`src/shared/rsc_map.vh`:
```
/*
 reset source capture: register address, field positions, reset values.
 assumes inclusion by bare name from the design files.
*/
`ifndef RSC_MAP_VH
`define RSC_MAP_VH
`define RSC_FLAGS_ADDR 20'hFFFA8
`define RSC_BIT_OPCODE 7
`define RSC_BIT_WDOG 4
`define RSC_BIT_PARITY 2
`define RSC_BIT_ACCESS 1
`define RSC_BIT_SUPPLY 0
`define RSC_FLAGS_RESET 8'h00
`define RSC_FLAGS_MASK 8'h97
`define RSC_PARDIS_RESET 1'b0
`endif

```
`src/hdl/rsc_flag_bank.v`:
```
/*
 rsc_flag_bank: five sticky reset-cause flags with a registered read port.
 assumes set pulses and the clear strobe are synchronous to clock_i.
*/
`timescale 1ns/1ns
`include "rsc_map.vh"
module rsc_flag_bank (
   // clock and reset
   input wire clock_i,
   input wire reset_i,
   // flag control
   input wire clear_i,
   input wire [7:0] set_i,
   input wire rd_i,
   // state
   output reg [7:0] flags_o,
   output reg [7:0] rd_data_o
);
   always @(posedge clock_i) begin
      if (reset_i) begin
         flags_o <= `RSC_FLAGS_RESET;
         rd_data_o <= 8'h00;
      end else begin
         // read returns pre-clear value; clear lands on the same edge as the read
         if (rd_i)
            rd_data_o <= flags_o & `RSC_FLAGS_MASK;
         // set beats clear; unset flags hold their value only while no clear is applied
         if (clear_i)
            flags_o <= set_i & `RSC_FLAGS_MASK;
         else
            flags_o <= (flags_o | set_i) & `RSC_FLAGS_MASK;
      end
   end
endmodule

```
`src/hdl/rsc_reset_source_capture.v`:
```
/*
 rsc_reset_source_capture: records the cause of the last internal reset,
 merges the power-on detector into the reset path and serves the flag
 register to the cpu by byte read.
 holds a one-hot power-on hold machine, the parity reset disable bit,
 the set and clear decode for the five cause flags and the read decode;
 the flags themselves and the read register sit in rsc_flag_bank.
 assumes all request inputs are synchronous one-cycle or level signals on
 clock_i and that reset_i is the plain system reset of this logic.
 assumes the supply comparators are already filtered, so a level seen on
 one edge is taken as the real supply state.
*/
// What this block does
// - remember which internal source caused the latest reset request
// - cpu reads the cause register as one whole byte
// - reset pin, power-on reset and a read clear all five flags; a flag set in the same cycle as the read stays set here
// - bit 7 set by illegal opcode reset, else zero
// - no illegal-opcode reset or flag while under emulator control
// - bit 4 set by watchdog reset, else zero
// - bit 2 set by ram parity reset, else zero
// - bit 1 set by forbidden memory access reset, else zero
// - bit 0 set by supply monitor reset, else zero
// - internal resets set only own flag and keep the others
// - every reset returns parity reset disable to zero
// - power-on detector holds reset until supply above rising threshold
// - power-on detector asserts reset while supply below falling threshold
`timescale 1ns/1ns
`include "rsc_map.vh"
module rsc_reset_source_capture (
   // clock and reset
   input wire clock_i,
   input wire reset_i,
   // reset sources
   input wire ext_reset_pin_i,
   input wire supply_above_rising_i,
   input wire supply_below_falling_i,
   input wire illegal_opcode_i,
   input wire emulator_active_i,
   input wire watchdog_timer_req_i,
   input wire parity_error_i,
   input wire forbidden_access_req_i,
   input wire supply_level_monitor_req_i,
   // parity reset disable control
   input wire parity_dis_wr_i,
   input wire parity_dis_data_i,
   // cpu byte read port
   input wire [19:0] addr_i,
   input wire rd_i,
   input wire wr_i,
   input wire [7:0] wr_data_i,
   output wire [7:0] rd_data_o,
   // reset outputs
   output wire internal_reset_o,
   output wire parity_reset_disable_o
);
   // power-on detector states, one-hot
   localparam [1:0] ST_HOLD = 2'h1;
   localparam [1:0] ST_RUN = 2'h2;

   // flag positions inside the cause register
   localparam integer POS_OPCODE = `RSC_BIT_OPCODE;
   localparam integer POS_WDOG = `RSC_BIT_WDOG;
   localparam integer POS_PARITY = `RSC_BIT_PARITY;
   localparam integer POS_ACCESS = `RSC_BIT_ACCESS;
   localparam integer POS_SUPPLY = `RSC_BIT_SUPPLY;

   // power-on hold machine
   reg [1:0] por_state_ff;
   reg [1:0] nxt_por_state;
   reg por_hold;
   // parity reset disable bit
   reg parity_dis_ff;
   reg nxt_parity_dis;
   // flag set lines and read path
   reg [7:0] set_vec;
   wire rd_hit;
   wire flag_clear;
   wire [7:0] rd_raw;
   // reset sources after masking
   wire opcode_rst;
   wire parity_rst;
   wire wdog_req;
   wire access_req;
   wire supply_req;
   wire any_internal;
   wire hard_clear;

   // high when a byte address selects the cause register
   function addr_hits_flags;
      input [19:0] addr;
      begin
         addr_hits_flags = (addr == `RSC_FLAGS_ADDR);
      end
   endfunction

   // moves one request bit to its flag position
   function [7:0] flag_at;
      input req;
      input integer pos;
      begin
         flag_at = {7'h00, req} << pos;
      end
   endfunction

   // power-on detector: hold until above rising, re-enter below falling
   always @* begin
      nxt_por_state = por_state_ff;
      por_hold = 1'b1;
      case (por_state_ff)
         ST_HOLD: begin
            if (supply_above_rising_i & ~supply_below_falling_i) begin
               nxt_por_state = ST_RUN;
            end
         end
         ST_RUN: begin
            if (supply_below_falling_i) begin
               nxt_por_state = ST_HOLD;
            end else begin
               por_hold = 1'b0;
            end
         end
         default: begin
            nxt_por_state = ST_HOLD;
         end
      endcase
   end

   // a fresh system reset always starts in the hold state
   always @(posedge clock_i) begin
      if (reset_i) begin
         por_state_ff <= ST_HOLD;
      end else begin
         por_state_ff <= nxt_por_state;
      end
   end

   // opcode trap is masked under emulator control
   assign opcode_rst = illegal_opcode_i & ~emulator_active_i;
   assign parity_rst = parity_error_i & ~parity_dis_ff;
   assign wdog_req = watchdog_timer_req_i;
   assign access_req = forbidden_access_req_i;
   assign supply_req = supply_level_monitor_req_i;

   // any internal source raises the reset without touching other flags
   assign any_internal = opcode_rst |
      wdog_req |
      parity_rst |
      access_req |
      supply_req;
   // pin and power-on resets wipe the flags instead of setting one
   assign hard_clear = ext_reset_pin_i | por_hold;
   assign internal_reset_o = hard_clear | any_internal;

   // every reset re-enables parity error resets
   always @* begin
      nxt_parity_dis = parity_dis_ff;
      if (internal_reset_o) begin
         nxt_parity_dis = `RSC_PARDIS_RESET;
      end else if (parity_dis_wr_i) begin
         nxt_parity_dis = parity_dis_data_i;
      end
   end

   always @(posedge clock_i) begin
      if (reset_i) begin
         parity_dis_ff <= `RSC_PARDIS_RESET;
      end else begin
         parity_dis_ff <= nxt_parity_dis;
      end
   end
   assign parity_reset_disable_o = parity_dis_ff;

   // byte reads at the flag address; writes and wr_data_i are ignored
   assign rd_hit = rd_i & ~wr_i & addr_hits_flags(addr_i);
   // clear at the read edge, so a set in that same cycle is not lost
   assign flag_clear = hard_clear | rd_hit;

   // one set line per source, gated off while a hard clear is active
   always @* begin
      set_vec = 8'h00;
      if (~hard_clear) begin
         set_vec = set_vec |
            flag_at(opcode_rst, POS_OPCODE);
         set_vec = set_vec |
            flag_at(wdog_req, POS_WDOG);
         set_vec = set_vec |
            flag_at(parity_rst, POS_PARITY);
         set_vec = set_vec |
            flag_at(access_req, POS_ACCESS);
         set_vec = set_vec |
            flag_at(supply_req, POS_SUPPLY);
      end
   end

   // sets and clears meet in the flag bank, set winning
   rsc_flag_bank u_flags (
      .clock_i(clock_i),
      .reset_i(reset_i),
      .clear_i(flag_clear),
      .set_i(set_vec),
      .rd_i(rd_hit),
      .flags_o(),
      .rd_data_o(rd_raw)
   );

   // unused bits are forced low on the way out
   assign rd_data_o = rd_raw & `RSC_FLAGS_MASK;
endmodule

```
`config.mk`:
```
export PLATFORM = sky130hd
export DESIGN_NAME = rsc_reset_source_capture
export DESIGN_NICKNAME = d
export VERILOG_FILES = /design/src/hdl/rsc_flag_bank.v /design/src/hdl/rsc_reset_source_capture.v
export VERILOG_INCLUDE_DIRS = /design/src /design/src/shared
export SDC_FILE = /design/constraint.sdc
export NUM_CORES = 1
export LEC_CHECK = 0
export BUFFER_PORTS_ARGS = -buffer_cell sky130_fd_sc_hd__buf_2
export CORE_MARGIN = 2
export CORE_UTILIZATION = 33
export DETAILED_ROUTE_END_ITERATION = 10
export PLACE_DENSITY = 0.73
export SETUP_SLACK_MARGIN = 0.02
export SYNTH_ARGS = -nofsm -noshare
export SYNTH_HDL_FRONTEND = slang
export SYNTH_SLANG_ARGS = --single-unit
```
`constraint.sdc`:
```
create_clock -name clock_i -period 1.6 [get_ports clock_i]
set_input_delay 0.16 -clock clock_i [delete_from_list [all_inputs] [get_ports clock_i]]
set_output_delay 0.16 -clock clock_i [all_outputs]
set_load 0.03 [all_outputs]
```
# --- Yosys cells after proc, flatten, opt, wreduce, memory -nomap -nowiden ---
# Cells that the tools add are included.
totals:
  output_inout_bits: 10
  regBits: 16
  word_cells: 39
  inputBits: 43
op_classes:
  eq_ne: 5
  bitwise_logic: 21
  n_reduce_logical: 2
  n_mux: 7
ops:
  columns: ["operator", "count"]
  rows:
  - ["$eq 20x20->1 const B", 1]
  - ["$mux 8", 2]
  - ["$or 8x1->8", 1]
  - ["$or 8x2->8", 1]
  - ["$or 8x3->8", 1]
  - ["$or 8x5->8", 1]
  - ["$or 8x8->8", 1]
  - ["$or 1x1->1", 7]
  - ["$and 1x1->1", 5]
  - ["$mux 2", 2]
  - ["$ne 2x2->1 const B", 2]
  - ["$not 1->1", 4]
  - ["$pmux 2 s2", 1]
  - ["$eq 2x1->1 const B", 1]
  - ["$eq 2x2->1 const B", 1]
  - ["$mux 1", 2]
  - ["$reduce_and 2->1", 1]
  - ["$reduce_or 2->1", 1]

# --- Longest topological paths before layout ---
depth:
  ltp_word: 9
  ltp_mapped: 4
  mapped_depth_nobuf: 4

# --- Modules after synthesis ---
# A second synthesis with hierarchy kept.
unflattened:
  hier_cells: 76
  hier_area_um2: 679.4
by_module_without_submodules:
  columns: ["module", "area_per_inst_um2", "cells_per_inst", "instances", "seq_area_each_um2"]
  rows:
  - ["rsc_flag_bank", 409.1, 44, 1, 200.2]
  - ["rsc_reset_source_capture", 270.3, 32, 1, 60.1]

# --- Least setup slack after synthesis ---
# Ideal clock, no wire load.
synth_path:
  path_kind: "input -> register"
  startpoint: "input port wr_i"
  endpoint: "register u_flags.rd_data_o[0]"
  slack_ns: 0.001
  stages: 4
  required_ns: 1.528
  arrival_ns: 1.527
  n_path_buf: 0
  setup_time_ns: 0.072
  path_cell_list: "or4_1 or4_4 nor2_8 mux2i_1"
synth_via:
  elab_chain_len: 3
synth_lines:
  columns: ["item", "line_no", "rtl"]
  rows:
  - ["from (decl)", "rsc_reset_source_capture.v:49", "input wire wr_i,"]
  - ["$not 1->1", "rsc_reset_source_capture.v:174", "assign rd_hit = rd_i & ~wr_i & addr_hits_flags(addr_i);"]
  - ["$and 1x1->1 (2 in series)", "rsc_reset_source_capture.v:174", null]
  - ["to (signal assigned)", "rsc_flag_bank.v:26", "rd_data_o <= flags_o & `RSC_FLAGS_MASK;"]
  - ["to (decl)", "rsc_flag_bank.v:17", "output reg [7:0] rd_data_o"]
# Every way passes these cells.
# A chain may end at the register's enable or synchronous reset.

# --- Worst setup path in the final report ---
layout_path:
  startpoint: "register por_state_ff[0]"
  endpoint: "output port internal_reset_o"
layout_via:
  elab_chain_len: 4
layout_lines:
  columns: ["item", "line_no", "rtl"]
  rows:
  - ["from (decl)", "rsc_reset_source_capture.v:68", "reg [1:0] por_state_ff;"]
  - ["from (signal assigned)", "rsc_reset_source_capture.v:133", "por_state_ff <= nxt_por_state;"]
  - ["$eq 2x2->1", "rsc_reset_source_capture.v:109", "case (por_state_ff)"]
  - ["$mux 1", "rsc_reset_source_capture.v:109", null]
  - ["$or 1x1->1", "rsc_reset_source_capture.v:151", "assign hard_clear = ext_reset_pin_i | por_hold;"]
  - ["$or 1x1->1", "rsc_reset_source_capture.v:152", "assign internal_reset_o = hard_clear | any_internal;"]
  - ["to (decl)", "rsc_reset_source_capture.v:53", "output wire internal_reset_o,"]
# Every way passes these cells.

==> summary.txt <==
Finish
  • Antenna Cells: 0
  • Commonest cells after routing, fill and taps aside: 41 x buf_2, 13 x dfxtp_1, 10 x or2b_2, 6 x nand2_1, 6 x mux2i_1
  • Commonest non-fill, non-tap cell in the layout: buf_2
  • P&R area growth vs syn: 38.52%
  • Register area: 260.3 um^2
  • Area of the multi-input gates: about 360 um^2
  • Final Instance Count excl. Fillers: approximately 140
  • FILL cells: 193
  • Fin nets: around 160
  • Share of layout cells above drive strength 1: 51.35%

Die
  • Chip height: a little under 50 um
  • Io pins: 53
  • Core Region: 1783 um^2
  • DIE AREA: approximately 2300 um^2
  • Site Rows: 15
  • Initial Util: a little over a third
  • Die X: about 48 um

Routing
  • DR WL/cell: approximately 10 um
  • Via Count: a little over 600
  • DRC: 0
  • Initial DRC count: 4
  • 1st-pass router iterations: 4
  • WL final: approximately 1400 um
  • Detail Route Antenna Nets: 0
  • Vias per inst: 4.485

Worst setup path
  • Startpoint type of the worst setup path: register
  • Cell family with most CP delay: simple AND/OR/NAND/NOR gates
  • Critical path class: register to output port
  • Critical Path, Cell by Cell: nand2b_1 -> nor3_1 -> nand4_1 -> buf_2
  • CP max stage cell: dfxtp_1
  • Buffers plus inverters on the worst setup path: 1
  • Setup crit end kind: output port
  • Setup crit start: por_state_ff[0]
  • Crit-path max FO: 3
  • RR Startpoint: por_state_ff[0]
  • Worst path max stage delay: 310 ps
  • Worst EP required: between 1000 and 1500 ps
  • Critical path data arrival time: around 1300 ps

CTS
  • Post-CTS setup buffer count: 0
  • CTS tree: built
  • Hold buffers post-CTS: 0
  • CTS resizes: 0
  • Worst skew pair latency: 280 ps
  • Clk pin slew, worst setup/hold paths: ~80 ps
  • Max clock buf depth: 2
  • H-tree depth: 1
  • Clk sink count: 13
  • Clock root cell: clkbuf_4
  • TritonCTS Buffers: 3

Logic synthesis
  • Register area share after synthesis: around two fifths
  • Cell count after synthesis: 67
  • Synthesized area per cell: roughly 9.6 um^2
  • Netlist cell types: 20
  • Synth Warn #: 0
  • Yosys top cell area share: about two fifths
  • Top_reg_cell synth: dfxtp_1
  • Flop and latch count out of synthesis: 13
  • Number of synthesized flops with an enable pin: 0
  • Ys async rst share: 0%
  • Synth Cell Area: 643.1 um^2
  • Largest area contributor in the netlist: dfxtp_1
  • Synth top area cells: dfxtp_1 40%, or2b_2 14%, mux2i_1 9.3%

STA
  • Setup Skew: approximately 3.5 ps
  • RSZ-0062 raised after global routing: no
  • Fin. Hold Viols: 0
  • Max Fclk: around 0.68 GHz
  • Fin worst setup slack: approximately 140 ps
  • Final period util: 91.44%
  • Worst hold slack: 91.86 ps
  • Setup violators final: 0
  • Slew Viols, Final: 0
  • Setup TNS Final: 0 ps
  • Fin crit period: approximately 1500 ps

Power
  • Max VDD drop: 384.6 uV
  • P_leak: 0.0004014 uW
  • Power, Total: approximately 600 uW
  • PwrDens: ~670 nW/um^2

Placed design
  • Dpl hpwl: approximately 1200 um
  • Dpl cells: between 100 and 150
  • Post-Place Setup Slack: -122.0 ps
  • Number of port buffers: between 40 and 50
  • Routability cong.: around 0.70

GRT
  • GR Overflow Total: 0
  • Initial antenna violation count: 0
  • First-pass GRT wire length: between 2000 and 2500 um
  • Largest net degree at the start of global routing: 15
  • Vias in the first global route: about 570
  • Total Routing Usage GR: 14.80%

Run status
  • Status: complete, no violations

Worst hold path
  • Min-delay src: supply_below_falling_i
  • Min-delay worst type: input port to register

Flow run
  • Max_cap viols: 0
## Yosys cell counts (all sizes together), types with 2 or more instances
library cell / n
nor3: 3
nand4: 4
dfxtp: 13
a21oi: 2
or2b: 10
o21ai: 5
nand2: 6
buf: 4
nand2b: 4
or4: 2
mux2i: 6
## final cells by class
type | count | area share (%)
multi-input combinational | 51 | 40.03
sequential | 13 | 29.21
timing repair buffer | 42 | 23.88
tap | 25 | 3.511
clock buffer | 4 | 2.949
inverter | 1 | 0.4213
## worst paths after layout
| check | end | slack [ps] | cells after the start |
|---|---|---|---|
| worst max-delay path | internal_reset_o | 140 | 4 |
| worst min-delay path | por_state_ff[1] | 90 | 2 |
| worst max register to register | u_flags.flags_o[1] | 440 | 5 |
| worst min register to register | u_flags.flags_o[0] | 460 | 2 |
## worst register-to-register path, delay by kind of cell, from the launching register on
| kind | cells | cell delay (ps) |
|---|---|---|
| AND/OR/NAND/NOR | 3 | 420 |
| flip-flops | 1 | 310 |
| buffers and inverters | 1 | 190 |
| AO/OA/AOI/OAI | 1 | 160 |
## flip-flops by register name (all words and copies together), names as in the netlist
signal,count
u_flags.flags_o,5
u_flags.rd_data_o,5
parity_reset_disable_o,1
por_state_ff,2
## report_power, final
| group | internal [uW] | switching [uW] |
|---|---|---|
| clock network | 96.8 | 107 |
| logic | 35.8 | 31.8 |
| registers | 325 | 0.861 |
## metal layers
metal	GRT usage, %	vias up	part of all wire (%)
met2	26.05	18	51
met1	16.03	271	41
met4	4.865	0	0.98
met3	5.926	2	6.0
li1	-	319	-
met5	0	-	0
## cells by family (layout without fill, tap and decap cells)
logic type      count (synthesis)  after routing  share of synthesized area (%)
compound gates                  8              8                          6.615
mux                             6              6                          9.339
flops                          13             13                          40.47
other cells                     1              3                         0.5831
buf+inv                         5             47                          5.253
simple gates                   34             34                          37.74
## metrics by stage
stage,utilization [%],instance area [um^2]
finish,49.96,890.9
detailed placement,48.49,864.6
floorplan,-,650.6
CTS,49.96,890.9
global route,49.96,890.9
global placement,48.49,864.6
Power figures use the tool's default switching activity.
